==> src/common/adccc_consts.vh <==
`ifndef ADCCC_CONSTS_VH
`define ADCCC_CONSTS_VH
// ----------------------------------------
// frame layout
// ----------------------------------------
`define ADCCC_FRAME_BITS     5'd24
`define ADCCC_RESULT_BITS    17
`define ADCCC_CFG_BITS       8
// ----------------------------------------
// defaults loaded by power-on reset
// ----------------------------------------
`define ADCCC_CFG_DEFAULT    8'h00
// ----------------------------------------
// timing
// ----------------------------------------
`define ADCCC_CLK_MHZ        100
`define ADCCC_POR_US         4000
`define ADCCC_POR_CYCLES     (`ADCCC_POR_US * `ADCCC_CLK_MHZ)
`define ADCCC_CONV_CYCLES    2000
`define ADCCC_ISCK_HALF      8'd20
`define ADCCC_FIFO_DEPTH     32
`endif

==> src/hdl/adccc_ctrl.v <==
// Function
// RQ1: one conversion starts by itself after reset
// RQ2: after conversion sleep while select high
// RQ3: result held unchanged while sleeping
// RQ4: select low in sleep enters data state
// RQ5: select high before first rise returns sleep
// RQ6: select high after first rise starts conversion
// RQ7: one output word per finished conversion (code pushes one per full 24-bit frame only, dropped if fifo full)
// RQ8: output changes on falling serial clock
// RQ9: input bits sampled on rising serial clock
// RQ10: 24 bits or select high starts conversion
// RQ11: clock mode chosen by pin timing only
// RQ12: first result after new setting valid
// RQ13: calibration inside cycle, timing unchanged
// RQ14: low supply holds block in reset
// RQ15: power-on reset about 4ms clears registers
// RQ16: reset defaults channel 0/1, 50/60, 1x, gain 1
// RQ17: first exchange after reset accepts new settings
// RQ18: distinct overrange and underrange codes
// RQ19: status outside data state, data inside
// RQ20: output shows done flag outside data state
// RQ21: select high floats output, ignores clock
// RQ22: word is flag, zero, sign, 17 bits, four zeros
// RQ23: clock driven unless host holds it low
// RQ24: new settings apply from next conversion
// RQ25: partial settings on abort are not applied
`timescale 1ns/100ps
`include "adccc_consts.vh"
module adccc_ctrl #(
   parameter POR_CYCLES  = `ADCCC_POR_CYCLES,
   parameter CONV_CYCLES = `ADCCC_CONV_CYCLES
) (
   input  wire        clk,
   input  wire        sys_rst,
   input  wire        supply_low,
   input  wire        chip_select_n,
   input  wire        serial_clk_in,
   output reg         serial_clk_out,
   output reg         serial_clk_oe,
   input  wire        serial_data_in,
   output reg         serial_data_out,
   output wire        serial_data_oe,
   input  wire [16:0] sample_magnitude,
   input  wire        sample_sign,
   input  wire        sample_over,
   input  wire        sample_under,
   output reg  [7:0]  active_config,
   output wire        converting,
   output wire        power_on_reset,
   output wire        result_valid,
   input  wire        result_ready,
   output wire [17:0] result_data
);
   // ----------------------------------------
   // states
   // ----------------------------------------
   localparam ST_POR  = 2'd0;
   localparam ST_CONV = 2'd1;
   localparam ST_SLP  = 2'd2;
   localparam ST_DATA = 2'd3;

   reg [1:0]  state;
   reg [31:0] por_cnt;
   reg [31:0] conv_cnt;
   reg [23:0] shift_word;
   reg [7:0]  cfg_shift;
   reg [4:0]  bit_cnt;
   reg        cfg_full;
   reg        ext_clk_mode;
   reg [7:0]  isck_div;
   reg [2:0]  cs_sync;
   reg [2:0]  sck_sync;
   reg        cs_n;
   reg        sck;
   reg        sck_prev;
   reg        cs_prev;
   reg [17:0] conv_word;
   wire       rise;
   wire       fall;
   wire       frame_sck;
   wire       fifo_ready;
   reg        push;

   // ----------------------------------------
   // pin sampling, change accepted when 2nd and 3rd agree
   // ----------------------------------------
   always @(posedge clk or posedge sys_rst) begin
      if (sys_rst) begin
         cs_sync  <= 3'h7;
         sck_sync <= 3'h0;
         cs_n     <= 1'b1;
         sck      <= 1'b0;
      end else begin
         cs_sync  <= {cs_sync[1:0], chip_select_n};
         sck_sync <= {sck_sync[1:0], serial_clk_in};
         if (cs_sync[2] == cs_sync[1]) begin
            cs_n <= cs_sync[2];
         end
         if (sck_sync[2] == sck_sync[1]) begin
            sck <= sck_sync[2];
         end
      end
   end

   // internal clock drives the pin only in master mode; edges seen from its own level
   assign frame_sck = ext_clk_mode ? sck : serial_clk_out; // RQ23
   assign rise      = frame_sck && !sck_prev && !cs_n;  // RQ21
   assign fall      = !frame_sck && sck_prev && !cs_n;  // RQ21
   assign power_on_reset = (state == ST_POR);
   assign converting     = (state == ST_CONV);
   assign serial_data_oe = !cs_n;                       // RQ21

   // ----------------------------------------
   // converter sequence
   // ----------------------------------------
   always @(posedge clk or posedge sys_rst) begin
      if (sys_rst) begin
         state           <= ST_POR;
         por_cnt         <= 32'h0;
         conv_cnt        <= 32'h0;
         shift_word      <= 24'h000000;
         cfg_shift       <= 8'h00;
         active_config   <= `ADCCC_CFG_DEFAULT;
         bit_cnt         <= 5'h00;
         cfg_full        <= 1'b0;
         ext_clk_mode    <= 1'b0;
         isck_div        <= 8'h00;
         serial_clk_out  <= 1'b0;
         serial_clk_oe   <= 1'b0;
         serial_data_out <= 1'b1;
         sck_prev        <= 1'b0;
         cs_prev         <= 1'b1;
         conv_word       <= 18'h00000;
         push            <= 1'b0;
      end else if (supply_low) begin
         state         <= ST_POR; // RQ14
         por_cnt         <= 32'h0;
         active_config   <= `ADCCC_CFG_DEFAULT;
         serial_clk_oe   <= 1'b0;
         serial_data_out <= 1'b1; // RQ14
         push            <= 1'b0;
      end else begin
         sck_prev <= frame_sck;
         cs_prev  <= cs_n;
         push     <= 1'b0;
         // clock mode decided by the pin level at each select fall
         if (cs_prev && !cs_n) begin
            ext_clk_mode <= !sck; // RQ11 RQ23
         end
         case (state)
            ST_POR: begin
               por_cnt <= por_cnt + 32'h1;
               if (por_cnt == POR_CYCLES - 1) begin // RQ15
                  ext_clk_mode  <= !sck; // RQ23
                  active_config <= `ADCCC_CFG_DEFAULT; // RQ16
                  conv_cnt      <= 32'h0;
                  state         <= ST_CONV; // RQ1
               end
            end
            ST_CONV: begin
               // calibration phases sit inside this fixed count
               conv_cnt <= conv_cnt + 32'h1; // RQ13
               if (conv_cnt == CONV_CYCLES - 1) begin
                  // over/under clamp to sign+msb codes
                  if (sample_over) begin
                     conv_word <= {1'b1, 1'b1, 16'h0000}; // RQ18
                  end else if (sample_under) begin
                     conv_word <= {1'b0, 1'b0, 16'hFFFF}; // RQ18
                  end else begin
                     conv_word <= {sample_sign, sample_magnitude}; // RQ12
                  end
                  state <= ST_SLP; // RQ2
               end
            end
            ST_SLP: begin
               // word rebuilt from conv_word every sleep cycle; stays put until read or replaced
               shift_word <= {1'b0, 1'b0, conv_word, 4'h0}; // RQ3 RQ22
               bit_cnt    <= 5'h00;
               cfg_full   <= 1'b0;
               if (!cs_n && cs_prev == 1'b0) begin
                  state <= ST_DATA; // RQ4
               end
            end
            ST_DATA: begin
               if (cs_n) begin
                  serial_clk_oe <= 1'b0;
                  if (bit_cnt != 5'h00) begin
                     conv_cnt <= 32'h0;
                     state    <= ST_CONV; // RQ6 RQ25
                  end else begin
                     state <= ST_SLP; // RQ5
                  end
               end else begin
                  if (!ext_clk_mode) begin
                     serial_clk_oe <= 1'b1;
                     isck_div      <= isck_div + 8'h01;
                     if (isck_div == `ADCCC_ISCK_HALF - 8'h01) begin
                        isck_div       <= 8'h00;
                        serial_clk_out <= !serial_clk_out;
                     end
                  end
                  if (rise) begin
                     // only the first bits of the frame carry settings
                     if (bit_cnt < `ADCCC_CFG_BITS) begin
                        cfg_shift <= {cfg_shift[6:0], serial_data_in}; // RQ9 RQ17
                     end
                     bit_cnt   <= bit_cnt + 5'h01;
                     if (bit_cnt == `ADCCC_CFG_BITS - 1) begin
                        cfg_full <= 1'b1;
                     end
                  end
                  if (fall) begin
                     shift_word <= {shift_word[22:0], 1'b0}; // RQ8
                     if (bit_cnt == `ADCCC_FRAME_BITS) begin
                        push           <= fifo_ready; // RQ7
                        serial_clk_oe  <= 1'b0;
                        serial_clk_out <= 1'b0;
                        conv_cnt       <= 32'h0;
                        state          <= ST_CONV; // RQ10
                     end
                  end
               end
            end
            default: begin
               state <= ST_POR;
            end
         endcase
         // settings latched only at conversion start
         if (state == ST_DATA && fall && bit_cnt == `ADCCC_FRAME_BITS && cfg_full) begin
            active_config <= cfg_shift; // RQ24
         end
         // output: status flag outside data state, word inside
         if (state == ST_DATA && !cs_n) begin
            serial_data_out <= (bit_cnt == `ADCCC_FRAME_BITS && fall) ? 1'b1 : shift_word[23];
         end else begin
            serial_data_out <= (state != ST_SLP); // RQ19 RQ20
         end
      end
   end

   // ----------------------------------------
   // completed words to the host side, one per full 24-bit frame, dropped if the fifo is full
   // ----------------------------------------
   adccc_fifo #(
      .WIDTH (18),
      .DEPTH (`ADCCC_FIFO_DEPTH),
      .AW    (5)
   ) u_fifo (
      .clk       (clk),
      .sys_rst   (sys_rst),
      .in_valid  (push),
      .in_ready  (fifo_ready),
      .in_data   (conv_word),
      .out_valid (result_valid),
      .out_ready (result_ready),
      .out_data  (result_data)
   );
endmodule

==> src/hdl/adccc_fifo.v <==
`timescale 1ns/100ps
module adccc_fifo #(
   parameter WIDTH = 18,
   parameter DEPTH = 32,
   parameter AW    = 5
) (
   input  wire             clk,
   input  wire             sys_rst,
   input  wire             in_valid,
   output wire             in_ready,
   input  wire [WIDTH-1:0] in_data,
   output wire             out_valid,
   input  wire             out_ready,
   output wire [WIDTH-1:0] out_data
);
   reg [WIDTH-1:0] mem [0:DEPTH-1];
   reg [AW:0]      wr_ptr;
   reg [AW:0]      rd_ptr;
   wire            full;
   wire            empty;

   assign full      = (wr_ptr[AW] != rd_ptr[AW]) && (wr_ptr[AW-1:0] == rd_ptr[AW-1:0]);
   assign empty     = (wr_ptr == rd_ptr);
   assign in_ready  = !full;
   assign out_valid = !empty;
   assign out_data  = mem[rd_ptr[AW-1:0]];

   always @(posedge clk) begin
      if (in_valid && !full) begin
         mem[wr_ptr[AW-1:0]] <= in_data;
      end
   end

   always @(posedge clk or posedge sys_rst) begin
      if (sys_rst) begin
         wr_ptr <= {(AW+1){1'b0}};
         rd_ptr <= {(AW+1){1'b0}};
      end else begin
         if (in_valid && !full) begin
            wr_ptr <= wr_ptr + 1'b1;
         end
         if (out_ready && !empty) begin
            rd_ptr <= rd_ptr + 1'b1;
         end
      end
   end
endmodule

==> config.mk <==
export PLATFORM = sky130hd
export DESIGN_NAME = adccc_ctrl
export DESIGN_NICKNAME = d
export VERILOG_FILES = /design/src/hdl/adccc_ctrl.v /design/src/hdl/adccc_fifo.v
export VERILOG_INCLUDE_DIRS = /design/src /design/src/common
export SDC_FILE = /design/constraint.sdc
export NUM_CORES = 1
export LEC_CHECK = 0
export BUFFER_PORTS_ARGS = -buffer_cell sky130_fd_sc_hd__buf_2
export CAP_MARGIN = 30
export CORE_MARGIN = 5
export CORE_UTILIZATION = 40
export CTS_CLUSTER_DIAMETER = 60
export CTS_CLUSTER_SIZE = 28
export DETAILED_ROUTE_END_ITERATION = 12
export PLACE_DENSITY = 0.58
export RECOVER_POWER = 100
export SYNTH_ARGS = -nofsm -noshare
export SYNTH_HDL_FRONTEND = slang
export SYNTH_HIERARCHICAL = 1
export SYNTH_SLANG_ARGS = --single-unit
==> constraint.sdc <==
create_clock -name clk -period 6.71 [get_ports clk]
set_input_delay 1.0065 -clock clk [delete_from_list [all_inputs] [get_ports clk]]
set_output_delay 1.0065 -clock clk [all_outputs]
set_load 0.02 [all_outputs]
; Word-level counts from Yosys, hierarchy flattened
; Memory sizes are Yosys's and may differ from the RTL's.
; Cells that the tools add are included.
[totals]
input_bits = 27
n_memories = 1
register_bits = 165
mem_bits_rw = 576
[op_classes]
muxes = 58
n_eq_ne = 27
reduce_logical = 39
bitwise_logic = 4
n_lt_le_gt_ge = 1
n_addsub = 6
[memory_table]
columns = name, words, word_bits, read_ports, rd_ports_with_merged_regs, write_ports, line_no
row1 = u_fifo.mem, 32, 18, 1, 0, 1, adccc_fifo.v:16  ; reg [WIDTH-1:0] mem [0:DEPTH-1];
[ops]
columns = op, count
row1 = $mux W32, 7
row2 = $pmux W32 S3, 1
row3 = $add A32 B1 Y32 const B, 2
row4 = $mux W24, 2
row5 = $pmux W24 S2, 1
row6 = $mux W8, 5
row7 = $mux W18, 2
row8 = $eq A32 B11 Y1 const B, 1
row9 = $eq A32 B19 Y1 const B, 1
row10 = $mux W1, 27
row11 = $mux W2, 8
row12 = $reduce_and A5 Y1, 3
row13 = $logic_and A1 B1 Y1, 14
row14 = $add A6 B1 Y6 const B, 2
row15 = $reduce_and A4 Y1, 3
row16 = $mux W5, 2
row17 = $ne A2 B2 Y1 const B, 5
row18 = $pmux W5 S2, 1
row19 = $ne A3 B2 Y1 const B, 3
row20 = $ne A3 B3 Y1 const B, 3
row21 = $reduce_bool A3 Y1, 3
row22 = $add A8 B1 Y8 const B, 1
row23 = $eq A8 B5 Y1 const B, 1
row24 = $pmux W2 S4, 1
row25 = other kinds (22), 36

; Logic depth before layout (Yosys ltp)
; Gate-level depths: netlist of run 1.
[depth]
word_depth = 9
mapped_depth = 8
depth_no_buf = 7

; Modules after synthesis
; The synthesis of run 1 kept the hierarchy.
[by_module_without_submodules]
columns = mod, instances, area_each_um2, cells_each, seq_area_each_um2
row1 = adccc_fifo, 1, 22688.0, 1065, 17596.9
row2 = adccc_ctrl, 1, 7189.4, 719, 3736.1

; Least setup slack after synthesis of run 1
; No wires, ideal clock.
[synth_path]
kind = register -> output
from = reg u_fifo.rd_ptr[0]
to = out result_data[16]
arrival_ps = 1912
t_required_ps = 5704
path_slack_ps = 3791
stages_incl_launch_ff = 9
path_buffers = 5
cell_sequence = dfrtp_1 -> buf_2 -> buf_4 -> buf_6 -> buf_6 -> buf_4 -> nor4_1 -> nor3_1 -> a32oi_1
[synth_between]
elab_chain_len = 1
[synth_rtl]
columns = item, line_no
row1 = "start, declared", adccc_fifo.v:18  ; reg [AW:0] rd_ptr;
row2 = "start signal, assigned", adccc_fifo.v:37  ; rd_ptr <= {(AW+1){1'b0}};
row3 = "start signal, assigned", adccc_fifo.v:43  ; rd_ptr <= rd_ptr + 1'b1;
row4 = $mem_v2 Z32 W18, --
row5 = "end, declared", adccc_ctrl.v:52  ; output wire [17:0] result_data
; Every way passes these cells.

; Final worst setup path of run 1
[layout_path]
from = reg u_fifo.rd_ptr[1]
to = out result_data[7]
; Same word-level chain as after synthesis.

==> results of run 1 <==
==> stage by stage <==
step                power (mW)  hold slack, ns
global placement          5.04           0.347
detailed placement        5.04           0.347
CTS                       8.30           0.358
floorplan                 5.02           0.331
global route              8.47           0.361
finish                    8.21           0.359
==> state kept, by name, indices dropped and copies added (netlist names), 2 cells and up <==
name	cells
u_fifo/rd_ptr	6
sck_sync	3
conv_word	18
isck_div	8
u_fifo/wr_ptr	6
conv_cnt	32
por_cnt	32
active_config	8
cfg_shift	8
shift_word	20
u_fifo/mem	576
state	2
bit_cnt	5
cs_sync	3
==> power groups by stage <==
stage	Clock (mW)	Combinational, mW	Sequential (mW)
floorplan	0	0.0405	4.98
global placement	0	0.0617	4.98
detailed placement	0	0.0634	4.98
CTS	3.36	0.0636	4.88
global route	3.52	0.0689	4.88
finish	3.27	0.0601	4.88
==> logic make-up (layout without fill, tap and decap cells) <==
kind of cell,count (synthesis),after routing
compound gates,271,271
xor+xnor,53,53
fa+ha+maj,12,12
buf+inv,121,243
flops,737,737
mux,211,211
simple gates,379,379
==> Yosys cell counts (12+ instances only) <==
cell,instances
clkbuf_1,53
a2111oi_2,13
nand4_1,25
and3_1,13
nand3_1,29
nor3_1,22
mux2i_1,93
xnor2_1,37
o21ai_0,19
a211o_1,12
nor2_1,127
a22o_1,30
o221ai_1,18
xor2_1,16
a22oi_1,17
mux4_2,106
dfrtp_1,155
a21oi_1,70
nand2_1,81
edfxtp_1,576
buf_2,23
a31oi_1,22
nor4_1,27
inv_1,23
o22ai_1,18
mux2_2,12
==> routing by layer <==
metal | wire, um | part of all wire [%] | vias to the layer above
li1 | - | - | 7248
met3 | 3610 | 5.4 | 81
met5 | 0 | 0 | -
met1 | 30900 | 46 | 8538
met4 | 1380 | 2.1 | 0
met2 | 31400 | 47 | 416
==> worst min path at each step <==
stage,end,cells past startpoint
2_1_floorplan,sck_sync[1]$_DFF_PP0_,0
3_5_place_dp,sck_sync[1]$_DFF_PP0_,0
5_1_grt,sck_sync[1]$_DFF_PP0_,0
6_report,sck_sync[1]$_DFF_PP0_,0
4_1_cts,sck_sync[1]$_DFF_PP0_,0
3_3_place_gp,cs_sync[1]$_DFF_PP1_,0
==> layout by cell type (no fill, tap or decap), types with 18 or more instances in the layout <==
cell       Yosys  routed
o21ai_0       19      20
nor2_1       127     108
o22ai_1       18      18
a22o_1        30      30
mux4_2       106     106
nand3_1       29      29
edfxtp_1     576     576
nor3_1        22      21
inv_1         23      22
clkbuf_16      0      48
xnor2_1       37      37
mux2i_1       93      93
nor2_2         0      18
nand4_1       25      25
a31oi_1       22      22
a21oi_1       70      70
nand2_1       81      82
buf_2         23      28
clkbuf_1      53      85
nor4_1        27      28
o221ai_1      18      18
dfrtp_1      155     152
==> layout make-up <==
| class | count | share of cell area [%] |
|---|---|---|
| clock inverters | 41 | 1.58 |
| clock buffers | 48 | 3.64 |
| multi-input cells | 926 | 24.3 |
| inverters | 23 | 0.266 |
| flip-flops and latches | 737 | 64.7 |
| well taps | 969 | 3.68 |
| repair buffers | 131 | 1.83 |
==> worst max-delay path: cells and delay by family, from the launching register on <==
kind | cells | cell delay [ns]
flops | 1 | 1.33
buf+inv | 2 | 0.76
simple gates | 1 | 1.40
compound gates | 2 | 0.47
==> out/qor.csv, run 1 <==
metric,value,unit
Initial DRT Pass Iterations,5,
arrival time at the worst endpoint,4.60,ns
root buf cell,clkbuf_16,
status,"finished, violations left",
wire per inst,23.4,um
main combinational cell family by area after synthesis,multiplexers,
vias,16300,
post-synth net total,1821,
setup tns final,0,ns
met2 GRT Util,25.8,%
GRT Total Usage,16.5,%
TritonCTS Sinks,737,
period utilization,83.6,%
Net Switching,1.81,mW
YS warnings,6,
CP max stage cell,nor2b_1,
Routed Antenna Nets,0,
Crit Path Max Fanout,26,
Hold WC Path Type,register to register,
share of the synthesized area in the top cell type,57.9,%
worst relative slew slack,-170,%
routed wire length,67300,um
Starting Density,40.2,%
GRT Residual Overflow,0,
RSZ-0062 raised after global routing,false,
cell taking the most area after synthesis,edfxtp_1,
RR Endpoint,u_fifo/mem[20][2]$_DFFE_PP_,
postcts setup bufs,0,
cell area after synthesis,0.0299,sq mm
combinational share of power,0.7,%
RR Startpoint,u_fifo/rd_ptr[1]$_DFFE_PP0P_,
cts bufs inserted,48,
post-synthesis xor/xnor area fraction,1.55,%
Pint,6.40,mW
simple-gate portion of the synthesized area,6.24,%
Final Util,44.4,%
global-route wire length before repair,103000,um
Pins Over Slew Limit,425,
register area share after synthesis,71.4,%
"EDFF count, synth",576,
Max-Cap Viols,14,
CTS max path bufs,3,
final worst slack,1.10,ns
Mapped Cells,1784,
worst setup path startpoint,u_fifo/rd_ptr[1]$_DFFE_PP0P_,
Rows,100,
Ports,60,
Post-CTS Resized,0,
Post-synth ARST share,21.8,%
Worst VDD drop,0.187,mV
critical-path cell list,nor2b_1 > buf_4 > a22oi_1 > a21oi_1 > clkbuf_1,
worst hold start,sck_sync[0]$_DFF_PP0_,
Worst-Skew Late Latency,0.64,ns
clock-pin slew on the worst setup and hold paths,0.09,ns
Worst path max stage delay,1.40,ns
clock group share of total power,39.8,%
Net Sw Frac,22.0,%
Worst R2R Setup Slack,1.66,ns
area grow syn2layout,10.3,%
Final Setup Violations,0,
Tightest Pin Transition,4.02,ns
Final nets,1904,
leakage,9.52,nW
Antenna Diode Count,0,
share of cells above drive strength 1,15.9,%
# DRC,0,
Synth Area per Inst,16.7,sq um
CORE AREA,0.0743,sq mm
drt initial violations,1381,
CP Capture Point,result_data[7],
Clock Skews,0.0398,ns
global route hottest layer,met2,
initial antenna violation count,0,
CP startpoint kind,register,
PwrDens,249,mW/mm^2
"Design Area, Final",0.0330,sq mm
Period minus WS final,5.61,ns
die area,0.0803,sq mm
CP endpoint kind,output pin,
Hold Buf Count CTS,0,
vias in the first global route,16200,
filler instances,6555,
Synth Area in Compound Gates,6.80,%
Place WS,2.37,ns
Synth cell types,71,
Crit path required time,5.70,ns
CTS tree,built,
Setup CP Type,register to output pin,
Die Y-Extent,283,um
number of buffers added on ports,59,
die width,283,um
post-synthesis mux area share,11.6,%
Post-Layout Cell Count,2875,
Most used DFF post-synth,edfxtp_1,
failing checks,"max-capacitance violations, max-slew violations",
H-tree levels,2,
Inst Count DP,2784,
Synth area leaders,"edfxtp_1, dfrtp_1, mux4_2",
cells on worst reg2reg path,7,
placed wire-length estimate,41700,um
largest net degree at the start of global routing,93,
area occupied by multi-input gates,0.00799,sq mm
FMAX,178,MHz
Synth Register Bits,737,
vias per cell,5.66,
Post-Synth Adder-Cell Area,0.486,%
DP Area,0.0319,sq mm
Reg area,0.0213,sq mm
met3 Use GR,2.68,%
final hold vios,0,
GPL Wtd Cong,0.774,
GR Layer Usage met1,24.5,%
sequential power share,59.5,%
No activity file was read; power rests on OpenSTA's default activity.
==> run 2, diff against run 1 <==
==> constraint.sdc (replaced) <==
create_clock -name clk -period 5.7 [get_ports clk]
set_input_delay 0.855 -clock clk [delete_from_list [all_inputs] [get_ports clk]]
set_output_delay 0.855 -clock clk [all_outputs]
set_load 0.02 [all_outputs]
==> run 2 against run 1 <==
Compared with the run above:
- the flow still finishes with violations (max-capacitance violations, max-slew violations)
- die area unchanged
- core utilization is 0.11 points higher
- via count increased by 0.63%
- routed wire length is 4.8% higher
- worst hold slack got worse by 0.041 ns
- critical path type is now register to register
==> out/qor.csv, run 2 (synthesis gave the netlist of run 1 again) <==
metric,value,unit,change
status,"finished, violations left",,
failing checks,"max-capacitance violations, max-slew violations",,
vias per cell,5.68,,+0.25%
RR Startpoint,u_fifo/rd_ptr[2]$_DFFE_PP0P_,,
Rows,100,,unchanged
period utilization,88.8,%,
Routed Antenna Nets,0,,unchanged
Ports,60,,unchanged
RSZ-0062 raised after global routing,false,,
Inst Count DP,2786,,+0.072%
Initial DRT Pass Iterations,5,,unchanged
final hold vios,0,,unchanged
largest net degree at the start of global routing,74,,-20%
die width,283,um,unchanged
vias in the first global route,16400,,+1.5%
initial antenna violation count,2,,+2
Crit path required time,5.87,ns,+0.17 ns
setup tns final,0,ns,unchanged
cts bufs inserted,52,,+8.3%
wire per inst,24.4,um,+4.4%
TritonCTS Sinks,737,,unchanged
Largest register FFs,576,,unchanged
cells on worst reg2reg path,6,,-1
leakage,9.54,nW,+0.26%
worst hold stages,1,,+1
vias,16400,,+0.63%
PnR Total Power,9.73,mW,+19%
global-route wire length before repair,107000,um,+3.1%
die area,0.0803,sq mm,unchanged
H-tree levels,2,,unchanged
Worst VDD drop,0.217,mV,+16%
postcts setup bufs,0,,unchanged
Crit Path Max Fanout,53,,+100%
root buf cell,clkbuf_16,,
Pins Over Slew Limit,676,,+59%
area grow syn2layout,10.6,%,
Clock Skews,0.0565,ns,+0.0167 ns
worst relative slew slack,-74.5,%,+95 points
# DRC,0,,unchanged
Hold WC Path Type,input port to register,,
arrival time at the worst endpoint,5.23,ns,+0.63 ns
drt initial violations,1639,,+19%
CTS max path bufs,3,,unchanged
Die Y-Extent,283,um,unchanged
"most common cell after layout, fill and taps aside",edfxtp_1,,
GRT Residual Overflow,0,,unchanged
Hold EP,cs_sync[0]$_DFF_PP1_,,
GRT Total Usage,17.2,%,+0.75 points
Post-CTS Resized,0,,unchanged
Worst R2R Setup Slack,0.64,ns,-1.02 ns
PwrDens,294,mW/mm^2,+18%
GPL Wtd Cong,0.790,,+2.1%
CP startpoint kind,register,,
Tightest Pin Transition,2.61,ns,-1.42 ns
Worst-Skew Late Latency,0.65,ns,about the same
Setup CP Type,register to register,,
number of buffers added on ports,59,,unchanged
share of cells above drive strength 1,15.7,%,-0.24 points
FMAX,198,MHz,
CP endpoint kind,register,,
routed wire length,70500,um,+4.8%
placed wire-length estimate,43200,um,+3.8%
Post-Layout Cell Count,2886,,+0.38%
Starting Density,40.2,%,unchanged
CORE AREA,0.0743,sq mm,unchanged
Period minus WS final,5.06,ns,
Max-Cap Viols,25,,+11
RR Endpoint,u_fifo/mem[5][3]$_DFFE_PP_,,
most frequent cells in the layout,"edfxtp_1, dfrtp_1, nor2_1",,
Final Setup Violations,0,,unchanged
Hold Buf Count CTS,0,,unchanged
clock-pin slew on the worst setup and hold paths,0.09,ns,about the same
CTS tree,built,,
Final nets,1910,,+0.32%
worst hold start,chip_select_n,,
## run 2: layout make-up
class,instances,area (sq um)
Multi-Input combinational cell,926,7930
Clock inverter,44,498
Antenna cell,1,2.50
Tap cell,969,1210
Sequential cell,737,21300
Fill cell,6589,41300
Inverter,23,87.6
Clock buffer,53,1310
Timing Repair Buffer,133,659
## run 2: critical path, cell delays in order, from the launching register on
cell     delay (ns)
dfrtp_4        0.97
buf_4          0.58
xnor2_1        0.12
nand3_1        0.15
o31a_1         0.39
nand2_1        0.34
nor2_1         2.01
## run 2: worst max path at each step
stage / startpoint / end / cells past startpoint
CTS: u_fifo/rd_ptr[2]$_DFFE_PP0P_ / result_data[7] / 6
detailed placement: u_fifo/rd_ptr[2]$_DFFE_PP0P_ / result_data[7] / 6
finish: u_fifo/rd_ptr[2]$_DFFE_PP0P_ / u_fifo/mem[5][3]$_DFFE_PP_ / 6
floorplan: sys_rst / active_config[0]$_DFFE_PP0P_ / 1
global route: u_fifo/rd_ptr[2]$_DFFE_PP0P_ / result_data[0] / 6
global placement: u_fifo/rd_ptr[1]$_DFFE_PP0P_ / result_data[13] / 6
## run 2: power by group
group          total (mW)  leakage (nW)  internal, mW  switching (mW)
Clock                3.91         0.858          1.85            2.06
Combinational      0.0717          2.53        0.0197          0.0520
Sequential           5.74          6.15          5.73          0.0112
Total                9.73          9.54          7.60            2.13
## run 2: through the flow
stage	area (sq um)	hold slack, ns	utilization, %	setup slack, ns
2_1_floorplan	29900	0.331	-	0.847
3_3_place_gp	31400	0.346	42.3	1.61
3_5_place_dp	31900	0.338	42.9	1.59
4_1_cts	33700	0.288	45.3	0.895
5_1_grt	33000	0.294	44.5	0.418
6_report	33000	0.318	44.5	0.639
## run 2: routing by layer
layer / track usage, % / share of wire (%)
met1: 25.3 / 45
met3: 3.46 / 6.6
met5: 0 / 0
met4: 3.63 / 1.8
met2: 27.1 / 47
==> run 3, diff against run 2 <==
--- a/config.mk
+++ b/config.mk
@@ -9,13 +9,12 @@
 export BUFFER_PORTS_ARGS = -buffer_cell sky130_fd_sc_hd__buf_2
 export CAP_MARGIN = 30
 export CORE_MARGIN = 5
-export CORE_UTILIZATION = 40
+export CORE_UTILIZATION = 58
 export CTS_CLUSTER_DIAMETER = 60
 export CTS_CLUSTER_SIZE = 28
 export DETAILED_ROUTE_END_ITERATION = 12
-export PLACE_DENSITY = 0.58
+export PLACE_DENSITY = 0.78
 export RECOVER_POWER = 100
 export SYNTH_ARGS = -nofsm -noshare
 export SYNTH_HDL_FRONTEND = slang
-export SYNTH_HIERARCHICAL = 1
 export SYNTH_SLANG_ARGS = --single-unit
==> run 3 against run 2 <==
Compared with the run above:
- the run still ends with max-capacitance violations, max-slew violations left
- synthesized cell count fell by 0.95%
- core utilization is 19 points higher
- global-route usage increased by 7.1 points
- area after synthesis increased by 0.64%
- die area fell by 30%
- worst setup slack better by 0.11 ns
- register-to-register slack better by 0.67 ns
- clock power decreased by 7.7%
- first-iteration DRC count grew 22%
- worst hold slack gained 0.024 ns
- critical path type is now register to output pin
- critical endpoint is now result_data[0]
- largest cell class unchanged
==> out/qor.csv, run 3 <==
metric,value,unit,change
status,"finished, violations left",,
failing checks,"max-capacitance violations, max-slew violations",,
Synth Area per Inst,17.0,sq um,+1.6%
Inst Count DP,2476,,-11%
Largest register FFs,576,,unchanged
GRT Total Usage,24.3,%,+7.1 points
Pint,8.36,mW,+10%
Post-synth ARST share,21.8,%,unchanged
cells on worst reg2reg path,7,,+1
WHS,0.342,ns,+0.0238 ns
Ports,60,,unchanged
"EDFF count, synth",576,,unchanged
worst relative slew slack,-70.5,%,+4.0 points
Synth cell types,66,,-7.0%
period utilization,86.8,%,-2.0 points
YS warnings,0,,-6
Post-Layout Cell Count,2559,,-11%
"Design Area, Final",0.0327,sq mm,-1.0%
most frequent cells in the layout,"edfxtp_1, dfrtp_1, mux4_2",,
postcts setup bufs,0,,unchanged
vias per cell,6.65,,+17%
area grow syn2layout,8.75,%,
Antenna Diode Count,0,,-1
routed wire length,72400,um,+2.7%
Synth Register Bits,737,,unchanged
Final Setup Violations,0,,unchanged
setup tns final,0,ns,unchanged
post-synth net total,1804,,-0.93%
initial antenna violation count,0,,-2
cell area after synthesis,0.0301,sq mm,+0.64%
Mapped Cells,1767,,-0.95%
Hold WC Path Type,input port to register,,
CTS max path bufs,3,,unchanged
Clock Skews,0.0300,ns,-0.0266 ns
Post-CTS Resized,0,,unchanged
final hold vios,0,,unchanged
Starting Density,58.6,%,+18 points
Hold Buf Count CTS,0,,unchanged
CTS tree,built,,
CORE AREA,0.0513,sq mm,-31%
GRT Residual Overflow,0,,unchanged
"most common cell after layout, fill and taps aside",edfxtp_1,,
H-tree levels,2,,unchanged
register area share after synthesis,71.0,%,-0.45 points
Initial DRT Pass Iterations,5,,unchanged
Period minus WS final,4.95,ns,-0.113 ns
RR Endpoint,conv_word[16]$_DFFE_PP0P_,,
Hold EP,cs_sync[0]$_DFF_PP1_,,
Setup CP Type,register to output pin,,
TritonCTS Sinks,737,,unchanged
clock group share of total power,30.6,%,-9.6 points
arrival time at the worst endpoint,4.09,ns,-1.14 ns
Synth area leaders,"edfxtp_1, dfrtp_1, mux4_2",,
Crit path required time,4.85,ns,-1.02 ns
CP max stage cell,inv_2,,
Worst-Skew Late Latency,0.61,ns,-0.04 ns
clock-pin slew on the worst setup and hold paths,0.10,ns,about the same
number of buffers added on ports,59,,unchanged
die width,238,um,-16%
FMAX,202,MHz,+2.3%
cts bufs inserted,41,,-21%
critical-path cell list,inv_2 > mux2i_1 > a32o_1 > a221oi_1 > clkbuf_1,,
sequential power share,52.1,%,-7.0 points
Worst VDD drop,0.305,mV,+40%
leakage,10.2,nW,+6.4%
Pins Over Slew Limit,740,,+9.5%
die area,0.0565,sq mm,-30%
Worst path max stage delay,1.38,ns,-0.63 ns
RR Startpoint,state[1]$_DFFE_PP0P_,,
Post-synth top cells,"edfxtp_1, dfrtp_1, mux4_2",,
Net Switching,3.44,mW,+62%
PwrDens,361,mW/mm^2,+23%
Tightest Pin Transition,2.56,ns,-0.0505 ns
most frequent cell after synthesis,edfxtp_1,,
Worst R2R Setup Slack,1.31,ns,+0.67 ns
GPL Wtd Cong,0.861,,+8.9%
drt initial violations,2001,,+22%
Rows,83,,-17%
vias,17000,,+3.8%
CP startpoint kind,register,,
worst hold stages,1,,unchanged
cell taking the most area after synthesis,edfxtp_1,,
Max-Cap Viols,24,,-4.0%
Die Y-Extent,238,um,-16%
Crit Path Max Fanout,56,,+5.7%
root buf cell,clkbuf_16,,
wire per inst,28.3,um,+16%
placed wire-length estimate,42100,um,-2.6%
share of cells above drive strength 1,16.5,%,+0.84 points
largest net degree at the start of global routing,83,,+12%
vias in the first global route,16900,,+3.0%
worst hold start,chip_select_n,,
Net Sw Frac,29.2,%,+7.3 points
DP Area,0.0317,sq mm,-0.55%
global-route wire length before repair,105000,um,-1.2%
share of the synthesized area in the top cell type,57.5,%,-0.37 points
RSZ-0062 raised after global routing,false,,
combinational share of power,17.2,%,+16 points
CP endpoint kind,output pin,,
Final nets,1886,,-1.3%
Most used DFF post-synth,edfxtp_1,,
# DRC,0,,unchanged
Routed Antenna Nets,0,,unchanged
## run 3: kinds of logic (layout without fill, tap and decap cells)
kind of cell	count (synthesis)	in the layout	share of synthesized area [%]
compound gates	185	185	4.52
buf+inv	122	234	1.70
xor+xnor	54	54	1.57
mux	234	234	13.8
fa+ha+maj	12	12	0.483
flops	737	737	71.0
simple gates	423	423	6.94
## run 3: final cells by class
type                    instances  area [sq um]
inverters                      22          83.8
flip-flops and latches        737         21300
multi-input cells             908          8210
clock buffers                  45          1100
repair buffers                139           677
well taps                     680           851
fillers                      3500         18600
clock inverters                28           428
## run 3: worst max-delay path, delay by kind of cell, from the launching register on
| kind | cells | cell delay (ns) |
|---|---|---|
| flip-flops | 1 | 0.74 |
| multiplexers | 1 | 0.28 |
| buffers and inverters | 2 | 1.67 |
| AO/OA/AOI/OAI | 2 | 0.78 |
## run 3: worst max-delay path by stage
stage / start / endpoint / slack, ns / cells after the start
after floorplan: sys_rst / active_config[0]$_DFFE_PP0P_ / 0.51 / 1
after global placement: u_fifo.rd_ptr[0]$_DFFE_PP0P_ / result_data[9] / 1.92 / 6
after detailed placement: u_fifo.rd_ptr[3]$_DFFE_PP0P_ / result_data[0] / 1.96 / 5
after CTS: u_fifo.rd_ptr[3]$_DFFE_PP0P_ / result_data[13] / 1.30 / 5
after global routing: u_fifo.rd_ptr[3]$_DFFE_PP0P_ / result_data[6] / 0.63 / 5
final: u_fifo.rd_ptr[3]$_DFFE_PP0P_ / result_data[0] / 0.75 / 5
## run 3: power by group through the flow
stage | clock network, mW | logic [mW] | registers [mW]
floorplan | 0 | 1.67 | 6.02
global placement | 0 | 1.98 | 6.26
detailed placement | 0 | 2.04 | 6.27
CTS | 3.63 | 2.04 | 6.15
global route | 3.88 | 2.17 | 6.19
finish | 3.61 | 2.03 | 6.15
## run 3: per-layer routing
layer  vias up  GRT usage, %  wire, um
li1       7105             -         -
met1      8722          34.6     27000
met2      1034          40.5     36900
met3       155          3.28      6160
met4         0          6.47      2350
met5         -             0         0
## run 3: per-stage QoR
stage               total power, mW  util, %  setup WS (ns)
detailed placement             8.31     61.8           1.96
global route                   12.2     63.7          0.628
floorplan                      7.68        -          0.507
CTS                            11.8     64.8           1.30
global placement               8.24     61.0           1.92
finish                         11.8     63.7          0.752
